===== config.mk =====
export PLATFORM = sky130hd
export DESIGN_NAME = chgcfg_regs
export DESIGN_NICKNAME = d
export VERILOG_FILES = /design/src/verilog/chgcfg_pkg.sv /design/src/verilog/chgcfg_regs.sv /design/src/verilog/chgcfg_decode.sv
export SDC_FILE = /design/constraint.sdc
export NUM_CORES = 1
export LEC_CHECK = 0
export BUFFER_PORTS_ARGS = -buffer_cell sky130_fd_sc_hd__buf_2
export CAP_MARGIN = 20
export CORE_MARGIN = 5
export CORE_UTILIZATION = 43
export CTS_CLUSTER_SIZE = 12
export DETAILED_ROUTE_END_ITERATION = 7
export HOLD_SLACK_MARGIN = 0.15
export PLACE_DENSITY = 0.66
export SETUP_SLACK_MARGIN = 0.4
export SYNTH_ARGS = -nofsm -noshare
export SYNTH_HDL_FRONTEND = slang
export SYNTH_HIERARCHICAL = 1
export SYNTH_SLANG_ARGS = --single-unit

===== constraint.sdc =====
create_clock -name i_ref_clk -period 5.1 [get_ports i_ref_clk]
set_input_delay 0.255 -clock i_ref_clk [delete_from_list [all_inputs] [get_ports i_ref_clk]]
set_output_delay 0.255 -clock i_ref_clk [all_outputs]
set_load 0.01 [all_outputs]

===== src/verilog/chgcfg_pkg.sv =====
// Package for the charger power-on and charge current configuration bank.
// Assumes a single 100 MHz clock and a synchronous active-high reset.
package chgcfg_pkg;

  // ---------------------------------------------------------------
  // Register addresses and reset values
  // ---------------------------------------------------------------
  localparam logic [6:0] SLAVE_ADDR    = 7'h6B;
  localparam logic [7:0] ADDR_PWR_CFG  = 8'h01;
  localparam logic [7:0] ADDR_CHG_CUR  = 8'h02;
  localparam logic [7:0] PWR_CFG_RST   = 8'h1B;
  localparam logic [7:0] CHG_CUR_RST   = 8'h60;

  // ---------------------------------------------------------------
  // Field positions
  // ---------------------------------------------------------------
  localparam int BIT_REG_RESET  = 7;
  localparam int BIT_WDOG_KICK  = 6;
  localparam int BIT_BOOST_EN   = 5;
  localparam int BIT_CHG_EN     = 4;
  localparam int BIT_SYSMIN_HI  = 3;
  localparam int BIT_SYSMIN_LO  = 1;
  localparam int BIT_BOOST_LIM  = 0;
  localparam int BIT_CUR_RSVD   = 7;
  localparam int BIT_FAST_HI    = 6;
  localparam int BIT_FAST_LO    = 2;
  localparam int BIT_COLD_SEL   = 1;
  localparam int BIT_FORCE_RED  = 0;

  // ---------------------------------------------------------------
  // Decode constants
  // ---------------------------------------------------------------
  localparam logic [11:0] SYSMIN_BASE_CV   = 12'h12C; // 3.0 V in 10 mV
  localparam logic [11:0] SYSMIN_STEP_CV   = 12'h00A; // 0.1 V in 10 mV
  localparam logic [11:0] FAST_CUR_BASE_MA = 12'h200; // 512 mA
  localparam logic [11:0] FAST_CUR_STEP_MA = 12'h040; // 64 mA
  localparam logic [11:0] FAST_CUR_MAX_MA  = 12'h800; // 2048 mA
  localparam logic [11:0] BOOST_LIM_LO_MA  = 12'h3E8; // 1 A
  localparam logic [11:0] BOOST_LIM_HI_MA  = 12'h5DC; // 1.5 A
  localparam logic [7:0]  COLD_FIRST_PCT   = 8'h4C;   // 76 %
  localparam logic [7:0]  COLD_SECOND_PCT  = 8'h4F;   // 79 %
  localparam logic [7:0]  FAST_RED_PCT     = 8'h14;   // 20 %
  localparam logic [7:0]  PRE_RED_PCT      = 8'h32;   // 50 %
  localparam logic [7:0]  FULL_PCT         = 8'h64;   // 100 %

  // Least spacing of watchdog kicks, host side
  localparam int WDOG_GAP_US     = 20;
  localparam int CLK_MHZ         = 100;
  localparam int WDOG_GAP_CYCLES = WDOG_GAP_US * CLK_MHZ;

  // ---------------------------------------------------------------
  // Types
  // ---------------------------------------------------------------
  typedef struct packed {
    logic       wr;
    logic       rd;
    logic [7:0] addr;
    logic [7:0] wdata;
  } chgcfg_req_t;

  typedef struct packed {
    logic        charge_allow;
    logic        boost_on;
    logic        boost_lim_hi;
    logic [11:0] sysmin_cv;
    logic [11:0] fast_cur_ma;
    logic [7:0]  cold_pct;
    logic [7:0]  fast_pct;
    logic [7:0]  pre_pct;
  } chgcfg_ctl_t;

endpackage : chgcfg_pkg


===== src/verilog/chgcfg_regs.sv =====
// Power-on configuration and charge current registers of the charger.
// Assumes the I2C slave engine has matched the slave address and hands
// over one decoded register access per one-cycle strobe.
`timescale 1ns/100ps

// Function
// Reset loads 0x1B and 0x60
// Writing bit 7 restores all defaults
// Soft reset touches registers, not device mode
// Bit 6 restarts watchdog; host spaces kicks
// Bit 5 boost enable; bit 0 limit
// Boost enable overrides charge enable
// Bit 4 enables charging, default one
// Minimum system voltage 3.0 V plus code
// Current register bit 7 reads zero
// Fast current 512 mA plus 64 mA steps
// Host keeps fast current at most 2048 mA
// Bit 1 selects boost cold threshold
// Bit 0 forces 20% and 50% currents
// Registers at slave address 6BH
// Reset and kick bits self clear
module chgcfg_regs (
  input  wire logic                     i_ref_clk,
  input  wire logic                     i_srst,
  input  wire chgcfg_pkg::chgcfg_req_t  i_req,
  input  wire logic                     i_cold_trip,
  output logic [7:0]                    o_rdata,
  output logic                          o_ack,
  output logic                          o_wdog_kick,
  output chgcfg_pkg::chgcfg_ctl_t       o_ctl
);

  // ---------------------------------------------------------------
  // State
  // ---------------------------------------------------------------
  typedef enum logic [1:0] {
    ST_RUN  = 2'b01,
    ST_SRST = 2'b10
  } chgcfg_st_t;

  typedef struct packed {
    chgcfg_st_t              st;
    logic [7:0]              pwr_cfg;
    logic [7:0]              chg_cur;
    logic [7:0]              rdata;
    logic                    ack;
    logic                    kick;
    chgcfg_pkg::chgcfg_ctl_t ctl;
  } chgcfg_state_t;

  chgcfg_state_t           state_reg;
  chgcfg_state_t           state_next;
  chgcfg_pkg::chgcfg_ctl_t ctl_dec;

  // Only the two modelled registers answer
  function automatic logic hit(input logic [7:0] a);
    hit = (a == chgcfg_pkg::ADDR_PWR_CFG) ||
          (a == chgcfg_pkg::ADDR_CHG_CUR);
  endfunction : hit

  // Settings decode from the values now held
  chgcfg_decode u_dec (
    .i_pwr_cfg   (state_reg.pwr_cfg),
    .i_chg_cur   (state_reg.chg_cur),
    .i_cold_trip (i_cold_trip),
    .o_ctl       (ctl_dec)
  );

  // ---------------------------------------------------------------
  // Next state
  // ---------------------------------------------------------------
  always_comb begin
    state_next       = state_reg;
    state_next.ack   = 1'b0;
    state_next.kick  = 1'b0;
    state_next.ctl   = ctl_dec;
    // Kick bit stored only one cycle, so reads from the second cycle after the write see it clear
    state_next.pwr_cfg[chgcfg_pkg::BIT_WDOG_KICK] = 1'b0;
    case (state_reg.st)
      ST_RUN: begin
        if (i_req.wr && hit(i_req.addr)) begin
          state_next.ack = 1'b1;
          if (i_req.addr == chgcfg_pkg::ADDR_PWR_CFG) begin
            // Kick is a pulse; spacing is the host's duty
            state_next.kick = i_req.wdata[chgcfg_pkg::BIT_WDOG_KICK];
            if (i_req.wdata[chgcfg_pkg::BIT_REG_RESET]) begin
              // Old settings stand one cycle: the written byte never
              // reaches the decoder, so no transient boost request
              state_next.st = ST_SRST;
            end else begin
              state_next.pwr_cfg = i_req.wdata;
            end
          end else begin
            state_next.chg_cur = i_req.wdata;
            // Reserved bit never holds a one
            state_next.chg_cur[chgcfg_pkg::BIT_CUR_RSVD] = 1'b0;
          end
        end else if (i_req.rd && hit(i_req.addr)) begin
          state_next.ack   = 1'b1;
          state_next.rdata = (i_req.addr == chgcfg_pkg::ADDR_PWR_CFG) ?
                             state_reg.pwr_cfg : state_reg.chg_cur;
        end
      end
      ST_SRST: begin
        // Registers only; analog mode is left to its own logic
        state_next.pwr_cfg = chgcfg_pkg::PWR_CFG_RST;
        state_next.chg_cur = chgcfg_pkg::CHG_CUR_RST;
        state_next.st      = ST_RUN;
      end
      default: begin
        state_next.st = ST_RUN;
      end
    endcase
  end

  // ---------------------------------------------------------------
  // Registers
  // ---------------------------------------------------------------
  always_ff @(posedge i_ref_clk) begin
    if (i_srst) begin
      state_reg.st      <= ST_RUN;
      state_reg.pwr_cfg <= chgcfg_pkg::PWR_CFG_RST;
      state_reg.chg_cur <= chgcfg_pkg::CHG_CUR_RST;
      state_reg.rdata   <= 8'h00;
      state_reg.ack     <= 1'b0;
      state_reg.kick    <= 1'b0;
      state_reg.ctl     <= '0;
    end else begin
      state_reg <= state_next;
    end
  end

  assign o_rdata     = state_reg.rdata;
  assign o_ack       = state_reg.ack;
  assign o_wdog_kick = state_reg.kick;
  assign o_ctl       = state_reg.ctl;

  // ---------------------------------------------------------------
  // Checks
  // ---------------------------------------------------------------
  property p_rst_vals;
    @(posedge i_ref_clk) i_srst |=>
      state_reg.pwr_cfg == 8'h1B && state_reg.chg_cur == 8'h60 &&
      !o_ack && !o_wdog_kick;
  endproperty
  a_rst_vals: assert property (p_rst_vals) else $error("bad reset");

  property p_soft_rst;
    @(posedge i_ref_clk) disable iff (i_srst)
      (state_reg.st == ST_RUN && i_req.wr &&
       i_req.addr == 8'h01 && i_req.wdata[7]) |-> ##2
      (state_reg.pwr_cfg == 8'h1B && state_reg.chg_cur == 8'h60);
  endproperty
  a_soft_rst: assert property (p_soft_rst) else $error("no defaults");

  property p_kick;
    @(posedge i_ref_clk) disable iff (i_srst)
      (state_reg.st == ST_RUN && i_req.wr && i_req.addr == 8'h01)
      |=> o_wdog_kick == $past(i_req.wdata[6]);
  endproperty
  a_kick: assert property (p_kick) else $error("kick wrong");

  property p_prio;
    @(posedge i_ref_clk) disable iff (i_srst)
      state_reg.pwr_cfg[5] |=> !o_ctl.charge_allow;
  endproperty
  a_prio: assert property (p_prio) else $error("charge in boost");

  property p_chg;
    @(posedge i_ref_clk) disable iff (i_srst)
      (state_reg.pwr_cfg[5:4] == 2'b01) |=> o_ctl.charge_allow;
  endproperty
  a_chg: assert property (p_chg) else $error("charge off");

  property p_sysmin;
    @(posedge i_ref_clk) disable iff (i_srst)
      (state_reg.pwr_cfg[3:1] == 3'h5) |=> o_ctl.sysmin_cv == 12'h15E;
  endproperty
  a_sysmin: assert property (p_sysmin) else $error("sysmin");

  property p_rsvd;
    @(posedge i_ref_clk) disable iff (i_srst) !state_reg.chg_cur[7];
  endproperty
  a_rsvd: assert property (p_rsvd) else $error("reserved set");

  property p_fast_cur;
    @(posedge i_ref_clk) disable iff (i_srst)
      (state_reg.chg_cur[6:2] == 5'h18) |=> o_ctl.fast_cur_ma == 12'h800;
  endproperty
  a_fast_cur: assert property (p_fast_cur) else $error("fast cur");

  property p_force;
    @(posedge i_ref_clk) disable iff (i_srst)
      state_reg.chg_cur[0] |=> o_ctl.fast_pct == 8'h14 &&
                               o_ctl.pre_pct == 8'h32;
  endproperty
  a_force: assert property (p_force) else $error("force pct");

  property p_self_clr;
    @(posedge i_ref_clk) disable iff (i_srst)
      state_reg.pwr_cfg[6] |=> !state_reg.pwr_cfg[6];
  endproperty
  a_self_clr: assert property (p_self_clr) else $error("kick stuck");

  // Reset request bit is acted on, never stored
  property p_rst_bit;
    @(posedge i_ref_clk) disable iff (i_srst)
      !state_reg.pwr_cfg[chgcfg_pkg::BIT_REG_RESET];
  endproperty
  a_rst_bit: assert property (p_rst_bit) else $error("reset bit");

  // Cold trip at the selected level drops boost on the next edge
  property p_cold_drop;
    @(posedge i_ref_clk) disable iff (i_srst)
      i_cold_trip |=> !o_ctl.boost_on;
  endproperty
  a_cold_drop: assert property (p_cold_drop) else $error("cold boost");

  property p_boost_on;
    @(posedge i_ref_clk) disable iff (i_srst)
      (state_reg.pwr_cfg[5] && !i_cold_trip) |=> o_ctl.boost_on;
  endproperty
  a_boost_on: assert property (p_boost_on) else $error("boost off");

  property p_lim;
    @(posedge i_ref_clk) disable iff (i_srst)
      1'b1 |=> o_ctl.boost_lim_hi == $past(state_reg.pwr_cfg[0]);
  endproperty
  a_lim: assert property (p_lim) else $error("boost limit");

  // An answer only ever follows a strobe at a mapped place
  property p_ack_map;
    @(posedge i_ref_clk) disable iff (i_srst)
      o_ack |-> $past((i_req.wr || i_req.rd) &&
        (i_req.addr == chgcfg_pkg::ADDR_PWR_CFG ||
         i_req.addr == chgcfg_pkg::ADDR_CHG_CUR));
  endproperty
  a_ack_map: assert property (p_ack_map) else $error("stray ack");

  c_soft: cover property (@(posedge i_ref_clk) state_reg.st == ST_SRST);
  c_kick: cover property (@(posedge i_ref_clk) o_wdog_kick);
  c_boost: cover property (@(posedge i_ref_clk) o_ctl.boost_on);
  c_rd: cover property (@(posedge i_ref_clk) o_ack && !i_req.wr);

endmodule : chgcfg_regs


===== src/verilog/chgcfg_decode.sv =====
// Decoder from configuration register values to analog control settings.
// Assumes the caller registers the outputs it drives out of the block.
`timescale 1ns/100ps
module chgcfg_decode (
  input  wire logic [7:0]             i_pwr_cfg,
  input  wire logic [7:0]             i_chg_cur,
  input  wire logic                   i_cold_trip,
  output chgcfg_pkg::chgcfg_ctl_t     o_ctl
);

  // ---------------------------------------------------------------
  // Field decode
  // ---------------------------------------------------------------
  logic [2:0] sysmin_code;
  logic [4:0] fast_code;
  logic       boost;

  assign sysmin_code = i_pwr_cfg[chgcfg_pkg::BIT_SYSMIN_HI:
                                 chgcfg_pkg::BIT_SYSMIN_LO];
  assign fast_code   = i_chg_cur[chgcfg_pkg::BIT_FAST_HI:
                                 chgcfg_pkg::BIT_FAST_LO];
  // Cold trip at the selected level drops boost
  assign boost = i_pwr_cfg[chgcfg_pkg::BIT_BOOST_EN] & ~i_cold_trip;

  // Outputs built from the fields
  always_comb begin
    o_ctl.boost_on     = boost;
    // Boost request wins over charge enable, regardless of cold trip
    o_ctl.charge_allow = i_pwr_cfg[chgcfg_pkg::BIT_CHG_EN] &
                         ~i_pwr_cfg[chgcfg_pkg::BIT_BOOST_EN];
    o_ctl.boost_lim_hi = i_pwr_cfg[chgcfg_pkg::BIT_BOOST_LIM];
    o_ctl.sysmin_cv    = chgcfg_pkg::SYSMIN_BASE_CV +
                         12'({9'h000, sysmin_code} *
                             chgcfg_pkg::SYSMIN_STEP_CV);
    o_ctl.fast_cur_ma  = chgcfg_pkg::FAST_CUR_BASE_MA +
                         12'({7'h00, fast_code} *
                             chgcfg_pkg::FAST_CUR_STEP_MA);
    o_ctl.cold_pct     = i_chg_cur[chgcfg_pkg::BIT_COLD_SEL] ?
                         chgcfg_pkg::COLD_SECOND_PCT :
                         chgcfg_pkg::COLD_FIRST_PCT;
    o_ctl.fast_pct     = i_chg_cur[chgcfg_pkg::BIT_FORCE_RED] ?
                         chgcfg_pkg::FAST_RED_PCT :
                         chgcfg_pkg::FULL_PCT;
    o_ctl.pre_pct      = i_chg_cur[chgcfg_pkg::BIT_FORCE_RED] ?
                         chgcfg_pkg::PRE_RED_PCT :
                         chgcfg_pkg::FULL_PCT;
  end

endmodule : chgcfg_decode


After elaboration in Yosys (flattened, before gate mapping)
Index checks and enable logic that the tools add are counted.
{"block": "word_totals", "ff_bits": 79, "inputBits": 21}
{"block": "op_classes", "add_sub_neg": 2, "n_mul": 1, "eq_ne": 8, "muxes": 11, "n_bitwise": 7, "n_reduce_logical": 10}
{"operator": "8-bit 2-to-1 mux", "n": 4}
{"operator": "16-bit case mux with 2 select lines", "n": 1}
{"operator": "16-bit 2-to-1 mux", "n": 1}
{"operator": "7-bit 2-to-1 mux", "n": 2}
{"operator": "10-bit by 11-bit adder with 12-bit output, first input constant", "n": 1}
{"operator": "9-bit by 7-bit adder with 10-bit output, first input constant", "n": 1}
{"operator": "3-bit AND reduction", "n": 3}
{"operator": "8-bit by 1-bit equality test with 1-bit output, second input constant", "n": 1}
{"operator": "8-bit by 2-bit equality test with 1-bit output, second input constant", "n": 1}
{"operator": "2-bit != test, second input constant", "n": 4}
{"operator": "3-bit by 3-bit multiplier with 6-bit output, second input constant", "n": 1}
{"operator": "1-bit NOT", "n": 5}
{"operator": "4-bit AND reduction", "n": 1}
{"operator": "4-bit OR reduction", "n": 1}
{"operator": "1-bit AND", "n": 2}
{"operator": "2-bit by 1-bit equality test with 1-bit output, second input constant", "n": 1}
{"operator": "2-bit equality test, second input constant", "n": 1}
{"operator": "1-bit logical AND", "n": 2}
{"operator": "1-bit 2-to-1 mux", "n": 2}
{"operator": "2-bit 2-to-1 mux", "n": 1}
{"operator": "2-bit nonzero test", "n": 1}
{"operator": "2-bit OR reduction", "n": 1}
{"operator": "1-bit logical OR", "n": 1}

Logic depth before layout (Yosys ltp)
{"block": "logic_depth", "depth_word": 5, "mapped_depth": 7, "ltp_nobuf": 6}

Cells and area by module
The synthesis kept the hierarchy.
{"module": "chgcfg_regs", "instances": 1, "cells_each": 285, "area_per_inst_um2": 2974.1, "seq_area_each_um2": 1521.5}
{"module": "chgcfg_decode", "instances": 1, "cells_each": 59, "area_per_inst_um2": 444.2, "seq_area_each_um2": 0.0}

Worst setup path after synthesis
OpenSTA, ideal clock, no wires.
{"block": "synth_timing", "path_type": "input-to-reg", "from": "input port i_req[13] in the netlist's numbering", "to": "register state_reg, in the netlist o_rdata[5]", "setup_ns": 0.136, "arrival_time_ns": 1.856, "t_required_ns": 4.964, "slack_ns": 3.108, "cell_stages": 6, "cell_sequence": "or4_4 buf_6 nor4b_4 buf_6 mux2i_1 a211oi_2"}
{"block": "synth_via", "elab_chain_cells": 5}
{"element": "start, declared", "line": "chgcfg_regs.sv:25", "rtl": "input wire chgcfg_pkg::chgcfg_req_t i_req,"}
{"element": "8-bit by 1-bit equality test with 1-bit output / 8-bit by 2-bit equality test with 1-bit output (equally long branches)", "line": "chgcfg_regs.sv:57, chgcfg_regs.sv:100, chgcfg_regs.sv:58"}
{"element": "1-bit logical OR", "line": "chgcfg_regs.sv:57", "rtl": "hit = (a == chgcfg_pkg::ADDR_PWR_CFG) ||"}
{"element": "1-bit logical AND", "line": "chgcfg_regs.sv:81", "rtl": "if (i_req.wr && hit(i_req.addr)) begin"}
{"element": "1-bit NOT (no source line)"}
{"element": "3-bit AND reduction (no source line)"}
{"element": "end signal, assigned", "line": "chgcfg_regs.sv:129", "rtl": "state_reg <= state_next;"}
{"element": "end, declared", "line": "chgcfg_regs.sv:51", "rtl": "chgcfg_state_t state_reg;"}
Parallel ways exist; a longest one is shown, timed or not.
A chain may end at the register's enable or synchronous reset.

Worst setup path after layout
{"block": "layout_timing", "from": "input port i_req[13] in the netlist's numbering", "to": "register state_reg[73] in the netlist's numbering"}
{"block": "layout_via", "elab_chain_cells": 5}
{"element": "8-bit by 1-bit equality test with 1-bit output / 8-bit by 2-bit equality test with 1-bit output (equally long branches)", "line": "chgcfg_regs.sv:57, chgcfg_regs.sv:83, chgcfg_regs.sv:58"}
{"element": "1-bit logical OR", "line": "chgcfg_regs.sv:57"}
{"element": "1-bit logical AND", "line": "chgcfg_regs.sv:81"}
{"element": "2-bit != test (no source line)"}
{"element": "4-bit AND reduction (no source line) *"}
Every way passes the cells marked *; elsewhere a longest branch is shown, timed or not.

==> flow_metrics.py <==
metrics = {
    "timing": {
        "rsz0062_at_grt": "false",
        "relSlewSlack_pct": 33.4,
        "clock_skew_ns": 0.00708,
        "worst_pin_slew_ns": 0.994,
        "tns_ns": 0,
        "fmax_mhz": 474,
        "finalCriticalPeriod_ns": 2.11,
        "maxSlewViolCount": 0,
        "worst_slack_ns": 2.99,
        "post-route-period-util_pct": 41.3,
        "setup_violations": 0,
        "hold_violations": 0,
    },
    "clock_tree": {
        "htree_num_levels": 3,
        "root_buffer": "clkbuf_8",
        "numCtsBuffers": 9,
        "insertion_delay_ns": 0.34,
        "cts_buffer_depth": 2,
        "cts_resized": 0,
        "cts_setup_buffers": 0,
        "clk_pin_slew_ns": 0.07,
        "cts_tree": "yes",
        "cts.sinks": 76,
        "hold_buffers": 6,
    },
    "logic_synthesis": {
        "netlist_instances": 344,
        "synthMuxAreaShare_pct": 3.22,
        "synth_compound_gate_area_share_pct": 7.03,
        "synth_edf_count": 0,
        "synth-seq-cells": 76,
        "avgSynthCellArea_um2": 9.94,
        "netlist_area_um2": 3420,
        "synthAdderAreaFrac_pct": 3.15,
        "yosysSeqAreaShare_pct": 44.5,
        "yosysWarningCount": 6,
        "synth-xor-area-share_pct": 0.256,
        "synth_cell_types": 37,
        "synth_top_family_by_area": "buffers and inverters",
        "async_reset_ff_share_pct": 0,
        "synthFlopType": "dfxtp_1",
        "yosys.area_share.simple_pct": 16.7,
    },
    "floorplanning": {
        "num_rows": 32,
        "core_area_um2": 7730,
        "die_area_um2": 9830,
        "die_width_um": 99.2,
        "die_h_um": 99.2,
        "start_util_pct": 44.2,
        "pin_count": 82,
    },
    "finish": {
        "num-nets-final": 384,
        "drive_gt1_share_pct": 30.0,
        "final-seq-area_um2": 1520,
        "syn_to_final_growth_pct": 3.48,
        "multi_input_area_um2": 1140,
        "largest_register_ff_count": 51,
        "n_antenna_cell": 0,
        "num-fill-cells": 767,
    },
    "min_path": {
        "hold_class": "input port to flop",
        "hold_depth": 3,
    },
    "detailed_routing": {
        "routed_via_density": 4.11,
        "wire_per_inst_um": 11.3,
        "drc": 0,
        "routed_wl_um": 5210,
        "vias": 1898,
        "drtPass1Iterations": 4,
        "ant_nets": 0,
        "drtIter0Drc": 32,
    },
    "setup_path": {
        "cp_cell_sequence": "buf_2, or4_4, nor4b_4, a21bo_2, mux2i_1",
        "crit_cells": 5,
        "critical-path-top-delay-family": "simple AND/OR/NAND/NOR gates",
        "worstPathMaxFanout": 16,
        "r2r_cells": 6,
        "end_kind": "flop",
        "crit_slowest_cell": "nor4b_4",
        "critical_path.max_stage_delay_ns": 0.88,
        "worstPathArrival_ns": 2.38,
        "critPathLaunchType": "input port",
        "worst-path-buf-inv": 1,
        "required_ns": 5.37,
        "critPathKind": "input port to flop",
    },
    "global_route": {
        "grt_pass1_vias": 1843,
        "grtUsageTotal_pct": 11.4,
        "grt_start_max_net_pins": 40,
        "antenna_found_initial": 0,
        "grt-ovfl-total": 0,
        "grt_pass1_wl_um": 8780,
    },
    "placement": {
        "io_buffers": 80,
        "routabilityCongestion": 0.764,
        "place_ws_ns": 2.64,
        "dp_hpwl_um": 3830,
    },
    "power_and_ir_drop": {
        "p_per_area_nw_per_um2": 340,
        "vdd_ir_drop_max_mv": 0.147,
        "p_leak_nw": 1.62,
    },
    "flow_run": {
        "drv_cap": 0,
    },
    "outcome": {
        "status": "completed",
    },
}
per-stage QoR:
stage / utilization (%) / hold WS, ns / power, mW / cell area, um2 / std cells
3_5_place_dp: 42.0 / 0.478 / 0.695 / 3240 / 440
3_3_place_gp: 42.0 / 0.464 / 0.694 / 3240 / 440
4_1_cts: 45.8 / 0.167 / 1.22 / 3540 / 462
5_1_grt: 45.8 / 0.178 / 1.26 / 3540 / 462
2_1_floorplan: - / 0.381 / 0.702 / 3510 / 368
6_report: 45.8 / 0.187 / 1.20 / 3540 / 462
worst paths after layout:
| check | startpoint | endpoint | slack, ns |
|---|---|---|---|
| setup reg to reg | state_reg[78]$_SDFFE_PP0P_ | state_reg[64]$_SDFFE_PP0P_ | 3.26 |
| hold / removal | i_cold_trip | o_ctl[49]$_SDFF_PP0_ | 0.19 |
| setup / recovery | i_req[13] | state_reg[73]$_SDFFE_PP1P_ | 2.99 |
| hold reg to reg | state_reg[78]$_SDFFE_PP0P_ | state_reg[78]$_SDFFE_PP0P_ | 0.49 |
cell type report:
cell class / instances / area share [%]
timing repair buffer: 88 / 13.4
clock buffer: 12 / 4.67
clock inverter: 4 / 1.98
multi-input combinational: 170 / 32.2
sequential: 76 / 43.0
inverter: 10 / 1.06
tap: 102 / 3.61
where the power goes:
part	internal, mW	switching, mW	leakage [nW]	total, mW
Clock	0.314	0.203	0.122	0.517
Sequential	0.609	0.00327	0.624	0.613
Combinational	0.0314	0.0401	0.877	0.0715
layout by cell type, fill, tap and decap left out, drive strengths merged:
master / count
nor3: 4
a21oi: 3
nand3b: 1
o41ai: 1
and3: 2
a31oi: 2
dlygate4sd3: 6
clkinv: 2
nor4: 1
nand2: 1
inv: 10
a21bo: 1
xnor2: 1
and4: 1
a211oi: 7
conb: 27
fa: 1
bufinv: 2
a22o: 5
mux2i: 11
clkbuf: 12
nor2: 18
or2: 1
nor4b: 1
a41oi: 4
nand4: 2
ha: 7
dfxtp: 76
nor2b: 55
nand2b: 5
o211a: 1
o21ai: 3
a21o: 2
nand3: 1
buf: 82
or4: 1
tightest hold or removal path, stage by stage:
cell and delay [ns]:
buf_2 0.08, nor2b_1 0.03, nor2b_1 0.11
logic make-up after synthesis:
kind of cell / after synthesis
buffers and inverters: 122
other: 3
multiplexers: 11
flip-flops: 76
adder cells (fa/ha/maj): 8
AND/OR/NAND/NOR: 94
XOR/XNOR: 1
AO/OA/AOI/OAI: 29
layer usage:
layer	vias up	routed length (um)	global-route usage (%)
li1	1006	-	-
met1	835	2410	14.1
met2	52	2400	17.6
met3	5	318	2.95
met4	0	81	7.56
met5	-	0	0
synthesized netlist by cell type (all sizes together), types with 2 or more instances:
cell type,count,area (um2)
a22o,5,43.8
mux2i,11,110
a211oi,7,67.6
buf,103,776
ha,7,87.6
dfxtp,76,1520
clkbuf,9,33.8
nand2b,5,31.3
nor3,4,25.0
a41oi,4,35.0
inv,10,37.5
a21o,2,15.0
nor2,18,67.6
o21ai,3,15.0
and3,2,12.5
conb,3,11.3
a31oi,2,12.5
nor2b,55,344
nand4,2,12.5
a21oi,3,15.0
(Power assumes the default switching activity.)
